<file path="src/design/fifo_host_pkg.sv">
// Constants, the device pin bundle and state encodings for the FIFO host controller.
package fifo_host_pkg;

	localparam int DATA_W   = 9;
	localparam int DEPTH    = 512;
	localparam int CLK_PS   = 5000;
	localparam int SYNC_CYC = 2;

	// ==================================================================
	// Register map
	localparam logic [7:0] CTRL_OFS   = 8'h00;
	localparam logic [7:0] CFG_OFS    = 8'h04;
	localparam logic [7:0] WDATA_OFS  = 8'h08;
	localparam logic [7:0] RDATA_OFS  = 8'h0C;
	localparam logic [7:0] STATUS_OFS = 8'h10;

	localparam int CTRL_READ_BIT   = 0;
	localparam int CTRL_WRITE_BIT  = 1;
	localparam int CTRL_CLEAR_BIT  = 2;
	localparam int CTRL_REREAD_BIT = 3;
	localparam int CTRL_ACK_BIT    = 4;
	localparam int CFG_CHAIN_BIT   = 0;
	localparam int CFG_FIRST_BIT   = 1;

	localparam int ST_BUSY_BIT    = 0;
	localparam int ST_EMPTY_BIT   = 1;
	localparam int ST_FULL_BIT    = 2;
	localparam int ST_RVALID_BIT  = 3;
	localparam int ST_REFUSED_BIT = 4;
	localparam int ST_CHAIN_BIT   = 5;
	localparam int ST_FVALID_BIT  = 6;

	localparam logic [1:0] CFG_RESET = 2'h0;

	// ==================================================================
	// Device timing in ns, fastest grade, and derived cycle counts
	localparam int PULSE_NS        = 65;
	localparam int ACCESS_NS       = 65;
	localparam int RECOVERY_NS     = 15;
	localparam int CLEAR_SETUP_NS  = 45;
	localparam int CYCLE_TIME_NS   = 80;
	localparam int DATA_SETUP_NS   = 20;
	localparam int DATA_HOLD_NS    = 10;
	localparam int FLAG_TO_OP_NS   = 10;

	function automatic int ns_up(input int ns);
		return (ns * 1000 + CLK_PS - 1) / CLK_PS;
	endfunction

	function automatic int imax(input int a, input int b);
		return (a > b) ? a : b;
	endfunction

	localparam int PULSE_CYC   = ns_up(PULSE_NS);
	localparam int RD_LOW_CYC  = imax(PULSE_CYC, ns_up(ACCESS_NS)) + SYNC_CYC;
	localparam int WR_LOW_CYC  = imax(PULSE_CYC, ns_up(DATA_SETUP_NS));
	localparam int HOLD_CYC    = imax(ns_up(DATA_HOLD_NS), ns_up(RECOVERY_NS));
	localparam int REC_CYC     = ns_up(RECOVERY_NS);
	localparam int CTL_LOW_CYC = imax(PULSE_CYC, ns_up(CLEAR_SETUP_NS));
	localparam int SETTLE_CYC  = ns_up(CYCLE_TIME_NS) + SYNC_CYC;
	localparam int FLAG_OK_CYC = ns_up(FLAG_TO_OP_NS);

	// ==================================================================
	// Pin bundle and controller state encoding
	typedef struct packed {
		logic              read_n;
		logic              write_n;
		logic              pointer_clear_in;
		logic              first_or_reread_pin;
		logic              chain_enable_in;
		logic              chain_enable_oe;
		logic [DATA_W-1:0] data_out;
	} dev_out_s;

	typedef enum logic [3:0] {
		S_IDLE,
		S_RD_LOW,
		S_RD_REC,
		S_WR_LOW,
		S_WR_HOLD,
		S_CLR_LOW,
		S_CLR_REC,
		S_RT_LOW,
		S_RT_REC,
		S_SETTLE
	} ctrl_state_e;

endpackage

</file>
<file path="src/design/fifo_host_ctrl.sv">
// APB-controlled host that drives a 512 x 9 asynchronous FIFO through its pins.
//
// Register access over APB and the address map were decided locally.
`timescale 1ns/1ps
// ======================================================================
module fifo_host_ctrl #(
	parameter int N_DEV = 1
) (
	input  wire logic                                pclk,         // APB clock
	input  wire logic                                presetn,      // Async reset
	input  wire logic                                psel,         // Slave select
	input  wire logic                                penable,      // Access phase
	input  wire logic                                pwrite,       // Write access
	input  wire logic [7:0]                          paddr,        // Byte address
	input  wire logic [31:0]                         pwdata,       // Write data
	output logic      [31:0]                         prdata,       // Read data
	output logic                                     pready,       // Transfer done
	output logic                                     pslverr,      // Unmapped address
	output fifo_host_pkg::dev_out_s                  dev_o,        // Device pins out
	input  wire logic [N_DEV-1:0]                    empty_flag,   // Empty, low active
	input  wire logic [N_DEV-1:0]                    full_flag,    // Full, low active
	input  wire logic [fifo_host_pkg::DATA_W-1:0]    data_in       // Device outputs
);

	typedef struct packed {
		fifo_host_pkg::ctrl_state_e           state;
		logic [7:0]                           cnt;
		logic [N_DEV-1:0]                     ef_s1;
		logic [N_DEV-1:0]                     ef_s2;
		logic [N_DEV-1:0]                     ff_s1;
		logic [N_DEV-1:0]                     ff_s2;
		logic [fifo_host_pkg::DATA_W-1:0]     q_s1;
		logic [fifo_host_pkg::DATA_W-1:0]     q_s2;
		logic [1:0]                           ef_ok;
		logic [1:0]                           ff_ok;
		logic                                 flags_valid;
		logic                                 empty_seen;
		logic                                 full_seen;
		logic                                 rvalid;
		logic                                 refused;
		logic [1:0]                           cfg;
		logic                                 chain_mode;
		logic [fifo_host_pkg::DATA_W-1:0]     rdata;
		logic [fifo_host_pkg::DATA_W-1:0]     wdata;
		fifo_host_pkg::dev_out_s              pins;
		logic                                 pready;
		logic                                 pslverr;
		logic [31:0]                          prdata;
	} st_s;

	st_s st_r;
	st_s st_nxt;

	// Composite flag: low only when every chained device asserts it.
	function automatic logic merge_flag(input logic [N_DEV-1:0] f, input logic chain);
		return chain ? (|f) : f[0];
	endfunction

	function automatic logic [7:0] lim(input int c);
		return 8'(c - 1);
	endfunction

	logic       ef_comp;
	logic       ff_comp;
	logic       apb_do;
	logic       apb_wr;
	logic       apb_rd;
	logic       mapped;
	logic       cmd_rd;
	logic       cmd_wr;
	logic       cmd_clr;
	logic       cmd_rt;
	logic       busy;
	logic [1:0] ok_max;

	assign ok_max  = 2'(fifo_host_pkg::FLAG_OK_CYC);
	assign ef_comp = merge_flag(st_r.ef_s2, st_r.chain_mode);
	assign ff_comp = merge_flag(st_r.ff_s2, st_r.chain_mode);
	assign busy    = (st_r.state != fifo_host_pkg::S_IDLE);
	assign apb_do  = psel && penable && st_r.pready;
	assign apb_wr  = apb_do && pwrite && !st_r.pslverr;
	assign apb_rd  = apb_do && !pwrite && !st_r.pslverr;
	assign mapped  = (paddr == fifo_host_pkg::CTRL_OFS) || (paddr == fifo_host_pkg::CFG_OFS)
		|| (paddr == fifo_host_pkg::WDATA_OFS) || (paddr == fifo_host_pkg::RDATA_OFS)
		|| (paddr == fifo_host_pkg::STATUS_OFS);
	assign cmd_rd  = apb_wr && (paddr == fifo_host_pkg::CTRL_OFS)
		&& pwdata[fifo_host_pkg::CTRL_READ_BIT];
	assign cmd_wr  = apb_wr && (paddr == fifo_host_pkg::CTRL_OFS)
		&& pwdata[fifo_host_pkg::CTRL_WRITE_BIT];
	assign cmd_clr = apb_wr && (paddr == fifo_host_pkg::CTRL_OFS)
		&& pwdata[fifo_host_pkg::CTRL_CLEAR_BIT];
	assign cmd_rt  = apb_wr && (paddr == fifo_host_pkg::CTRL_OFS)
		&& pwdata[fifo_host_pkg::CTRL_REREAD_BIT];

	// ==================================================================
	// Next state
	always_comb
	begin
		logic step;
		logic refuse;
		step   = 1'b0;
		refuse = 1'b0;
		st_nxt = st_r;

		st_nxt.ef_s1 = empty_flag;
		st_nxt.ef_s2 = st_r.ef_s1;
		st_nxt.ff_s1 = full_flag;
		st_nxt.ff_s2 = st_r.ff_s1;
		st_nxt.q_s1  = data_in;
		st_nxt.q_s2  = st_r.q_s1;

		// Released flag must be stable before a new strobe is issued.
		st_nxt.ef_ok = !ef_comp ? 2'h0 : (st_r.ef_ok == ok_max) ? ok_max : st_r.ef_ok + 2'h1;
		st_nxt.ff_ok = !ff_comp ? 2'h0 : (st_r.ff_ok == ok_max) ? ok_max : st_r.ff_ok + 2'h1;
		if (st_r.flags_valid)
		begin
			st_nxt.empty_seen = ef_comp;
			st_nxt.full_seen  = ff_comp;
		end

		// APB slave: answer one cycle into the access phase.
		st_nxt.pready  = psel && penable && !st_r.pready;
		st_nxt.pslverr = psel && penable && !st_r.pready && !mapped;
		if (psel && penable && !st_r.pready)
		begin
			case (paddr)
				fifo_host_pkg::CFG_OFS:    st_nxt.prdata = {30'h0000_0000, st_r.cfg};
				fifo_host_pkg::WDATA_OFS:  st_nxt.prdata = {23'h00_0000, st_r.wdata};
				fifo_host_pkg::RDATA_OFS:  st_nxt.prdata = {23'h00_0000, st_r.rdata};
				fifo_host_pkg::STATUS_OFS: st_nxt.prdata = {25'h000_0000, st_r.flags_valid,
					st_r.chain_mode, st_r.refused, st_r.rvalid, st_r.full_seen,
					st_r.empty_seen, busy};
				default:                   st_nxt.prdata = 32'h0000_0000;
			endcase
		end
		if (apb_wr && paddr == fifo_host_pkg::CFG_OFS)
			st_nxt.cfg = pwdata[1:0];
		if (apb_wr && paddr == fifo_host_pkg::WDATA_OFS && !busy)
			st_nxt.wdata = pwdata[fifo_host_pkg::DATA_W-1:0];
		if (apb_rd && paddr == fifo_host_pkg::RDATA_OFS)
			st_nxt.rvalid = 1'b0;
		if (apb_wr && paddr == fifo_host_pkg::CTRL_OFS && pwdata[fifo_host_pkg::CTRL_ACK_BIT])
			st_nxt.refused = 1'b0;

		st_nxt.cnt = st_r.cnt + 8'h01;
		case (st_r.state)
			fifo_host_pkg::S_IDLE:
			begin
				st_nxt.cnt = 8'h00;
				if (cmd_clr)
				begin
					st_nxt.state                 = fifo_host_pkg::S_CLR_LOW;
					st_nxt.pins.pointer_clear_in = 1'b0;
					st_nxt.flags_valid           = 1'b0;
				end
				else if (cmd_rt)
				begin
					if (st_r.chain_mode)
						refuse = 1'b1;
					else
					begin
						st_nxt.state                    = fifo_host_pkg::S_RT_LOW;
						st_nxt.pins.first_or_reread_pin = 1'b0;
						st_nxt.flags_valid              = 1'b0;
					end
				end
				else if (cmd_rd)
				begin
					if (st_r.flags_valid && ef_comp && st_r.ef_ok == ok_max)
					begin
						st_nxt.state        = fifo_host_pkg::S_RD_LOW;
						st_nxt.pins.read_n  = 1'b0;
					end
					else
						refuse = 1'b1;
				end
				else if (cmd_wr)
				begin
					if (st_r.flags_valid && ff_comp && st_r.ff_ok == ok_max)
					begin
						st_nxt.state        = fifo_host_pkg::S_WR_LOW;
						st_nxt.pins.write_n = 1'b0;
					end
					else
						refuse = 1'b1;
				end
			end
			fifo_host_pkg::S_RD_LOW:
			begin
				if (st_r.cnt == lim(fifo_host_pkg::RD_LOW_CYC))
				begin
					st_nxt.rdata       = st_r.q_s2;
					st_nxt.rvalid      = 1'b1;
					st_nxt.pins.read_n = 1'b1;
					st_nxt.state       = fifo_host_pkg::S_RD_REC;
					step               = 1'b1;
				end
			end
			fifo_host_pkg::S_RD_REC:
			begin
				// Covers output float time and lets the empty flag resettle.
				if (st_r.cnt == lim(fifo_host_pkg::REC_CYC + fifo_host_pkg::SYNC_CYC))
				begin
					st_nxt.state = fifo_host_pkg::S_IDLE;
					step         = 1'b1;
				end
			end
			fifo_host_pkg::S_WR_LOW:
			begin
				if (st_r.cnt == lim(fifo_host_pkg::WR_LOW_CYC))
				begin
					st_nxt.pins.write_n = 1'b1;
					st_nxt.state        = fifo_host_pkg::S_WR_HOLD;
					step                = 1'b1;
				end
			end
			fifo_host_pkg::S_WR_HOLD:
			begin
				if (st_r.cnt == lim(fifo_host_pkg::HOLD_CYC + fifo_host_pkg::SYNC_CYC))
				begin
					st_nxt.state = fifo_host_pkg::S_IDLE;
					step         = 1'b1;
				end
			end
			fifo_host_pkg::S_CLR_LOW:
			begin
				// Strobes stay high through the whole clear pulse.
				if (st_r.cnt == lim(fifo_host_pkg::CTL_LOW_CYC))
				begin
					st_nxt.pins.pointer_clear_in    = 1'b1;
					st_nxt.chain_mode               = st_r.cfg[fifo_host_pkg::CFG_CHAIN_BIT];
					st_nxt.state                    = fifo_host_pkg::S_CLR_REC;
					step                            = 1'b1;
				end
				st_nxt.pins.chain_enable_oe     = !st_r.cfg[fifo_host_pkg::CFG_CHAIN_BIT];
				st_nxt.pins.first_or_reread_pin = !(st_r.cfg[fifo_host_pkg::CFG_CHAIN_BIT]
					&& st_r.cfg[fifo_host_pkg::CFG_FIRST_BIT]);
			end
			fifo_host_pkg::S_CLR_REC, fifo_host_pkg::S_RT_REC:
			begin
				if (st_r.cnt == lim(fifo_host_pkg::REC_CYC))
				begin
					st_nxt.state = fifo_host_pkg::S_SETTLE;
					step         = 1'b1;
				end
			end
			fifo_host_pkg::S_RT_LOW:
			begin
				if (st_r.cnt == lim(fifo_host_pkg::CTL_LOW_CYC))
				begin
					st_nxt.pins.first_or_reread_pin = 1'b1;
					st_nxt.state                    = fifo_host_pkg::S_RT_REC;
					step                            = 1'b1;
				end
			end
			fifo_host_pkg::S_SETTLE:
			begin
				if (st_r.cnt == lim(fifo_host_pkg::SETTLE_CYC))
				begin
					st_nxt.flags_valid = 1'b1;
					st_nxt.state       = fifo_host_pkg::S_IDLE;
					step               = 1'b1;
				end
			end
			default:
			begin
				st_nxt.state = fifo_host_pkg::S_IDLE;
				step         = 1'b1;
			end
		endcase
		if (step)
			st_nxt.cnt = 8'h00;
		// Commands that arrive while busy are dropped and flagged.
		if (busy && (cmd_rd || cmd_wr || cmd_clr || cmd_rt))
			refuse = 1'b1;
		if (refuse)
			st_nxt.refused = 1'b1;
		st_nxt.pins.data_out = st_r.wdata;
	end

	// ==================================================================
	// State register; power-up runs a clear pulse before anything else.
	always_ff @(posedge pclk or negedge presetn)
	begin
		if (!presetn)
		begin
			st_r                          <= '0;
			st_r.state                    <= fifo_host_pkg::S_CLR_LOW;
			st_r.cfg                      <= fifo_host_pkg::CFG_RESET;
			st_r.pins.read_n              <= 1'b1;
			st_r.pins.write_n             <= 1'b1;
			st_r.pins.pointer_clear_in    <= 1'b0;
			st_r.pins.first_or_reread_pin <= 1'b1;
			st_r.pins.chain_enable_in     <= 1'b0;
			st_r.pins.chain_enable_oe     <= 1'b1;
		end
		else
			st_r <= st_nxt;
	end

	assign dev_o   = st_r.pins;
	assign prdata  = st_r.prdata;
	assign pready  = st_r.pready;
	assign pslverr = st_r.pslverr;

endmodule

</file>
<file path="config.mk">
export PLATFORM = sky130hd
export DESIGN_NAME = fifo_host_ctrl
export DESIGN_NICKNAME = d
export VERILOG_FILES = /design/src/design/fifo_host_pkg.sv /design/src/design/fifo_host_ctrl.sv
export SDC_FILE = /design/constraint.sdc
export NUM_CORES = 1
export LEC_CHECK = 0
export BUFFER_PORTS_ARGS = -buffer_cell sky130_fd_sc_hd__buf_2
export CAP_MARGIN = 20
export CORE_MARGIN = 3
export CORE_UTILIZATION = 50
export CTS_BUF_LIST = sky130_fd_sc_hd__clkbuf_8
export CTS_CLUSTER_SIZE = 12
export DETAILED_ROUTE_END_ITERATION = 7
export PLACE_DENSITY = 0.82
export RECOVER_POWER = 25
export SKIP_LAST_GASP = 1
export SYNTH_ARGS = -nofsm -noshare
export SYNTH_HDL_FRONTEND = slang
export SYNTH_SLANG_ARGS = --single-unit
</file>
<file path="constraint.sdc">
create_clock -name pclk -period 2.52 [get_ports pclk]
set_clock_uncertainty 0.2 [all_clocks]
set_input_delay 0.252 -clock pclk [delete_from_list [all_inputs] [get_ports pclk]]
set_output_delay 0.252 -clock pclk [all_outputs]
set_load 0.02 [all_outputs]
</file>
; Yosys cells after proc, flatten, opt, wreduce, memory -nomap -nowiden
; Index checks and enable logic that the tools add are counted.
[classes]
eq_ne = 43
n_mux = 62
n_reduce_logical = 58
add_sub_neg = 3
[ops]
columns = operator, n
row1 = $mux W4, 14
row2 = $pmux W9 S4, 1
row3 = $eq A8 B4 Y1 const B, 4
row4 = $mux W1, 32
row5 = $ne A2 B2 Y1 const B, 16
row6 = $pmux W4 S8, 1
row7 = $logic_and A1 B1 Y1, 24
row8 = $eq A4 B3 Y1 const B, 4
row9 = $eq A8 B3 Y1 const B, 2
row10 = $eq A8 B5 Y1 const B, 2
row11 = $mux W8, 2
row12 = $ne A5 B5 Y1 const B, 3
row13 = $mux W2, 6
row14 = $reduce_and A11 Y1, 1
row15 = $reduce_bool A2 Y1, 5
row16 = $add A8 B1 Y8 const B, 1
row17 = $eq A4 B2 Y1 const B, 2
row18 = $eq A4 B4 Y1 const B, 2
row19 = $eq A8 B2 Y1 const B, 1
row20 = $logic_not A8 Y1, 1
row21 = $pmux W1 S2, 4
row22 = $logic_not A1 Y1, 7
row23 = $logic_or A1 B1 Y1, 7
row24 = $reduce_and A7 Y1, 1
row25 = other kinds (18), 23
[totals]
inputBits = 56
register_bits = 112

; Logic depth before layout (Yosys ltp)
; Gate-level depths: netlist (run 1).
[logic_depth]
word_depth = 13
mapped_depth = 8
ltp_nobuf = 7

; Worst setup path after synthesis (run 1)
; OpenSTA, ideal clock, no wires.
[synth_timing]
path_kind = input -> register
start = in paddr[7]
end = reg st_r[110] (netlist bit)
stages = 6
required_ns = 2.192
n_path_buf = 1
slack_ns = 0.259
arrival_time_ns = 1.933
path_cell_list = or4_4 or4_4 buf_6 a21oi_2 o22ai_1 mux2_1
[synth_via]
elab_chain_len = 7
elab_cells_between_ends = 15
classes_between = eq/ne (4) / mux (4) / reduce/logical (7)
[synth_rtl]
columns = item, line_no
row1 = start: declaration, fifo_host_ctrl.sv:14  ; input wire logic [7:0] paddr,
row2 = $logic_not A8 Y1 (*), n/a
row3 = $logic_and A1 B1 Y1 (*), n/a
row4 = $logic_and A1 B1 Y1, fifo_host_ctrl.sv:87  ; && pwdata[fifo_host_pkg::CTRL_READ_BIT];
row5 = $mux W4, fifo_host_ctrl.sv:167  ; else if (cmd_rd)
row6 = $mux W4, fifo_host_ctrl.sv:156  ; else if (cmd_rt)
row7 = $mux W4, fifo_host_ctrl.sv:150  ; if (cmd_clr)
row8 = $pmux W4 S8, fifo_host_ctrl.sv:146  ; case (st_r.state)
row9 = end signal: assignment, fifo_host_ctrl.sv:298  ; st_r <= st_nxt;
row10 = end: declaration, fifo_host_ctrl.sv:51  ; st_s st_r;
; Every way passes the cells marked *; elsewhere a longest branch is shown, timed or not.
; A chain may end at the register's enable or synchronous reset.

; Final worst setup path (run 1)
[layout_timing]
start = in pwrite
end = reg st_r[110] (netlist bit)
[layout_via]
elab_chain_len = 8
elab_cells_between_ends = 16
classes_between = eq/ne (4) / mux (4) / reduce/logical (8)
[layout_rtl]
columns = item, line_no
row1 = start: declaration, fifo_host_ctrl.sv:13  ; input wire logic pwrite,
row2 = $logic_and A1 B1 Y1 (*) (2 in a row), fifo_host_ctrl.sv:81  ; assign apb_wr = apb_do && pwrite && !st_r.pslverr;
row3 = $logic_and A1 B1 Y1 (*), n/a
row4 = $logic_and A1 B1 Y1, fifo_host_ctrl.sv:87
row5 = $mux W4, fifo_host_ctrl.sv:167
row6 = $mux W4, fifo_host_ctrl.sv:156
row7 = $mux W4, fifo_host_ctrl.sv:150
row8 = $pmux W4 S8, fifo_host_ctrl.sv:146
; Marks and branches as above.

==> results of run 1 <==
[flip-flops by register name (all words and copies together) (netlist names)]
| signal | cells |
|---|---|
| dev_o | 14 |
| pslverr | 1 |
| ef_comp | 1 |
| st_nxt | 20 |
| prdata | 9 |
| pready | 1 |
| ff_comp | 1 |
| st_r | 42 |
[cell usage after synthesis, types with 4 or more instances]
library cell / number / area, um^2
nand3b_1: 5 / 37.5
dfstp_2: 6 / 158
mux2_1: 11 / 124
and2_1: 5 / 31.3
a21oi_1: 7 / 35.0
o21ai_0: 17 / 85.1
nand4_1: 5 / 31.3
a22oi_1: 6 / 45.0
nor2_1: 21 / 78.8
mux2_2: 14 / 158
buf_4: 47 / 353
nand2_1: 21 / 78.8
nor3b_1: 4 / 30.0
xor2_1: 4 / 35.0
ha_1: 8 / 100
nand3_1: 7 / 35.0
inv_1: 13 / 48.8
clkbuf_1: 12 / 45.0
a22o_1: 9 / 78.8
dfrtp_1: 83 / 2080
[where the power goes]
part	internal (uW)	total, uW	switching (uW)
Combinational	314	722	408
Sequential	1560	1710	155
Clock	468	978	510
Total	2340	3410	1070
[worst max path at each step]
stage	to	slack, ns
2_1_floorplan	st_r[110]$_DFFE_PN0P_	0.26
3_3_place_gp	st_r[110]$_DFFE_PN0P_	0.14
3_5_place_dp	st_r[110]$_DFFE_PN0P_	0.13
4_1_cts	st_r[110]$_DFFE_PN0P_	0.15
5_1_grt	st_r[110]$_DFFE_PN0P_	0.04
6_report	st_r[110]$_DFFE_PN0P_	0.10
[worst max-delay path: stages]
cell           delay, ns
dlygate4sd3_1       0.54
buf_2               0.14
or4b_1              0.45
or4_4               0.49
o21ai_0             0.24
nand2_1             0.08
mux2_1              0.28
[cell families (layout without fill, tap and decap cells)]
logic type,Yosys count,after routing,synth area share [%]
multiplexers,27,27,7.21
AND/OR/NAND/NOR,102,102,14.0
adder cells (fa/ha/maj),8,8,2.39
AO/OA/AOI/OAI,62,62,10.3
other,1,24,0.0897
buffers and inverters,76,116,11.3
flip-flops,89,89,53.4
XOR/XNOR,6,6,1.26
[stage by stage]
| step | instance area [um^2] | power [uW] | hold slack, ns | util [%] |
|---|---|---|---|---|
| after floorplan | 4270 | 2260 | -0.244 | - |
| after global placement | 4340 | 2410 | 0.0535 | 54.8 |
| after detailed placement | 4340 | 2430 | 0.0557 | 54.8 |
| after CTS | 4750 | 3450 | 0.0332 | 59.9 |
| after global routing | 4750 | 3620 | 0.0660 | 59.9 |
| final | 4750 | 3410 | 0.0524 | 59.9 |
[layer usage]
| metal | GRT usage [%] | wire length (um) | vias up |
|---|---|---|---|
| li1 | - | - | 1343 |
| met1 | 22.2 | 3420 | 1347 |
| met2 | 27.6 | 3850 | 108 |
| met3 | 4.88 | 507 | 4 |
| met4 | 4.47 | 49 | 0 |
| met5 | 0 | 0 | - |
[what timing repair did]
action                                  in CTS  in global routing
endpoints found under the hold margin       55                  0
hold buffers                                21                  0
endpoints found under the setup margin       0                  0
[area by class of cell]
class | count | area [um^2] | area share, %
flip-flops and latches | 89 | 2230 | 47.0
inverters | 13 | 48.8 | 1.03
repair buffers | 87 | 576 | 12.1
well taps | 102 | 128 | 2.69
clock inverters | 7 | 77.6 | 1.63
multi-input cells | 229 | 1560 | 32.9
clock buffers | 9 | 124 | 2.61
==> results.md, run 1 <==
- Status: finished clean
- Layout cell share with drive strength beyond 1: 25.3%
- Via count: 2802
- Iteration-0 DRC Markers: 174
- Critical path required time: 2.56 ns
- FF-to-FF path depth: 7
- Reg2reg setup slack: 0.16 ns
- Pwr/cell area: 719 nW/um^2
- Maxcap violations: 0
- Fin nets: 493
- Final setup fails: 0
- Total leakage power: 0.00231 uW
- Area delta synth->final: 13.6%
- Final WS setup: 0.100 ns
- Ys Warns: 0
- CTS H-tree depth: 3
- Worst skew pair latency: 0.36 ns
- Die Wd: 97.5 um
- GPL Wtd Cong: 0.838
- Setup crit start kind: input port
- Number of global-route vias before repair: 2689
- Postcts setup bufs: 0
- # port buffers: 57
- N_diodes: 0
- Worst slew margin: 35.6%
- Clock Root Buffer: clkbuf_8
- Fillers: 660
- Commonest non-fill, non-tap cells in the layout: dfrtp_1, buf_2, conb_1
- Worst Min Path Start: pwdata[0]
- Worst R2R End: st_r[110]$_DFFE_PN0P_
- Post-DP HPWL: 5.60 mm
- Crit Path Max Fanout: 8
- Placed cells: 499
- Core area: 7930 um^2
- Total clock sinks: 89
- Worst hold path endpoint: st_nxt[34]$_DFFE_PN0P_
- Register area share after synthesis: 53.4%
- Setup TNS: 0 ns
- CTS tree: yes
- FF+latch count, synth: 89
- Yosys cell types: 58
- Mapped Cells: 371
- Tmin final: 2.42 ns
- Pin count of the biggest net entering global routing: 51
- Worst-Margin Slew: 0.967 ns
- Mean Syn Cell Area: 11.3 um^2
- Die area: 9500 um^2
- Final period util: 96.0%
- Kind of critical path: in2reg
- Pre-antenna DRT Iters: 4
- Initial Util: 52.8%
- CP Launch Point: pwrite
- RSZ-0062 raised after global routing: false
- DRC: 0
- Fin. Hold Viols: 0
- Worst Setup End Kind: register
- Async SR Flop Fraction: 100%
- Achievable Freq: 413 MHz
- CTS clk-pin slew, worst paths: 0.09 ns
- Post-synth EDFFs: 0
- Top FF cell, synth: dfrtp_1
- Mapped cell area: 4180 um^2
- DR WL/cell: 14.6 um
- First-pass GRT wire length: 13.0 mm
- CP arrival: 2.46 ns
- Vias per inst: 5.23
- Post-CTS sizing: 0
- Most common cell after layout, fill and taps aside: dfrtp_1
- Total Routed Length: 7.82 mm
- Fin cells: 536
- Peak VDD IR: 0.000375 V
- Worst min-delay path class: in2reg
- # rows: 32
- CTS buffer count: 9
- Antenna violations before repair: 0
- Worst hold path stage count: 2
- Clk buf depth: 2
- GRT Total Usage: 16.9%
- Slew Limit Fails: 0
- FF-to-FF Start: st_r[101]$_DFF_PN0_
- Die H: 97.5 um
- ANT nets after route: 0
- Io pins: 105
- Post-Place Setup Slack: 0.130 ns
- Remaining Overflow, GRT: 0
Note: power is estimated with default switching activity, not from simulation.
==> run 2: changes to the inputs <==
--- a/config.mk
+++ b/config.mk
@@ -12,7 +12,8 @@
 export CTS_BUF_LIST = sky130_fd_sc_hd__clkbuf_8
 export CTS_CLUSTER_SIZE = 12
 export DETAILED_ROUTE_END_ITERATION = 7
-export PLACE_DENSITY = 0.82
+export HOLD_SLACK_MARGIN = 0.1
+export PLACE_DENSITY = 0.76
 export RECOVER_POWER = 25
 export SKIP_LAST_GASP = 1
 export SYNTH_ARGS = -nofsm -noshare
==> run 2 against run 1 <==
  * Largest power group unchanged
  * Flip-flop and latch count unchanged
  * Worst setup slack got worse by 0.091 ns
  * Via count increased by 3.7%
  * Critical path type unchanged
  * Highest routed layer unchanged
==> results.md, run 2 (synthesis gave the netlist of run 1 again) <==
- Fin. Hold Viols: 0
- Layout cell share with drive strength beyond 1: 26.9%
- N_diodes: 0
- CTS tree: yes
- Clk buf depth: 2
- Pin count of the biggest net entering global routing: 43
- Critical path required time: 2.57 ns
- Die Wd: 97.5 um
- Most common cell after layout, fill and taps aside: dfrtp_1
- Iteration-0 DRC Markers: 154
- Initial Util: 52.8%
- Die area: 9500 um^2
- Peak VDD IR: 0.000315 V
- First-pass GRT wire length: 14.0 mm
- Total chip power: 3450 uW
- Remaining Overflow, GRT: 0
- Final WS setup: 0.00956 ns
- Achievable Freq: 398 MHz
- Worst path cell trace: dlygate4sd3_1 -> buf_2 -> or4b_4 -> or4_4 -> a21oi_2 -> o22ai_2 -> mux2_4
- Worst skew pair latency: 0.37 ns
- Post-DP HPWL: 5.75 mm
- Via count: 2907
- Post-Place Setup Slack: 0.123 ns
- Pre-antenna DRT Iters: 4
- Clock Root Buffer: clkbuf_8
- Critical path buffers and inverters: 2
- Status: finished clean
- Slew Limit Fails: 0
- Setup crit start kind: input port
- Vias per inst: 5.34
- Fin Hold WS: 0.155 ns
- Fin nets: 501
- Top Family by Delay on Critical Path: simple AND/OR/NAND/NOR gates
- Largest register FFs: 42
- Core area: 7930 um^2
- Die H: 97.5 um
- Longest individual stage delay on the worst path: 0.59 ns
- Crit Path Max Fanout: 8
- CTS H-tree depth: 3
- Most flop-heavy register: st_r
- Post-route core utilization: 61.2%
- Fillers: 667
- GRT Total Usage: 18.2%
- Commonest non-fill, non-tap cells in the layout: dfrtp_1, buf_2, conb_1, dlygate4sd3_1
- Total Routed Length: 8.31 mm
- CP arrival: 2.56 ns
- Critical path's slowest cell: or4_4
- Kind of critical path: in2reg
- Number of global-route vias before repair: 2861
- Setup TNS: 0 ns
- DR WL/cell: 15.3 um
- DRC: 0
- Worst min-delay path class: reg2reg
- # port buffers: 57
- Io pins: 105
- Worst-Margin Slew: 1.05 ns
- GPL Wtd Cong: 0.834
- Worst Setup End Kind: register
- Area delta synth->final: 16.0%
- Worst slew margin: 30.1%
- Total clock sinks: 89
- Final setup fails: 0
- Antenna violations before repair: 0
- Maxcap violations: 0
- ANT nets after route: 0
- Total leakage power: 0.00238 uW
- Pwr/cell area: 710 nW/um^2
- Tmin final: 2.51 ns
- # rows: 32
- CTS clk-pin slew, worst paths: 0.09 ns
- Final period util: 99.6%
- CTS buffer count: 9
## run 2: changes by cell type in the layout (fill, tap and decap cells not counted), sizes merged
cell and delta:
bufinv -1, dlygate4sd3 +3, clkinv +1, buf +4
dlymetal6s4s +1
## run 2: routing by layer
metal	track usage (%)	vias to the layer above	share of wire (%)
met5	0	-	0
met2	29.6	96	49
li1	-	1366	-
met4	8.09	0	2.5
met1	24.1	1428	42
met3	2.87	17	6.1
## run 2: path summary, 6_finish.rpt
| check | startpoint | to | slack, ns | depth (start not counted) |
|---|---|---|---|---|
| worst min register to register | st_nxt[80]$_DFF_PN0_ | st_r[80]$_DFF_PN0_ | 0.16 | 0 |
| min in group asynchronous | presetn | dev_o[6]$_DFF_PN0_ | 0.39 | 2 |
| worst max-delay path | pwrite | st_r[110]$_DFFE_PN0P_ | 0.01 | 7 |
| max in group asynchronous | presetn | st_r[111]$_DFFE_PN1P_ | 0.87 | 3 |
| worst max register to register | st_r[101]$_DFF_PN0_ | st_r[110]$_DFFE_PN0P_ | 0.20 | 7 |
| worst min-delay path | st_nxt[80]$_DFF_PN0_ | st_r[80]$_DFF_PN0_ | 0.16 | 0 |
## run 2: cell type report
| cell class | instances | area (um^2) | area share, % |
|---|---|---|---|
| sequential | 89 | 2230 | 46.0 |
| multi-input combinational | 229 | 1590 | 32.8 |
| timing repair buffer | 95 | 654 | 13.5 |
| tap | 102 | 128 | 2.63 |
| clock buffer | 9 | 124 | 2.55 |
| clock inverter | 7 | 72.6 | 1.50 |
| inverter | 13 | 48.8 | 1.01 |
## run 2: power by group
group          switching [uW]  internal (uW)
Sequential                162           1560
Combinational             427            345
Clock                     567            387
Total                    1160           2290
## run 2: metrics by stage
| step | area (um^2) | cells |
|---|---|---|
| after CTS | 4790 | 541 |
| after global placement | 4350 | 500 |
| final | 4850 | 544 |
| after detailed placement | 4350 | 500 |
| after global routing | 4850 | 544 |
| after floorplan | 4270 | 394 |
## run 2: what timing repair did
action	4_1_cts	5_1_grt
hold buffers	25	0
resized for setup	0	11
setup endpoints to repair	0	4
buffers inserted	0	3
endpoints found under the hold margin	75	0
## run 2: worst reg2reg max path: stages (launching register included)
cell,delay (ns)
dfrtp_1,0.47
inv_1,0.12
ha_1,0.17
nor3b_1,0.36
o2111ai_1,0.18
a22oi_1,0.26
o22ai_2,0.14
mux2_4,0.32
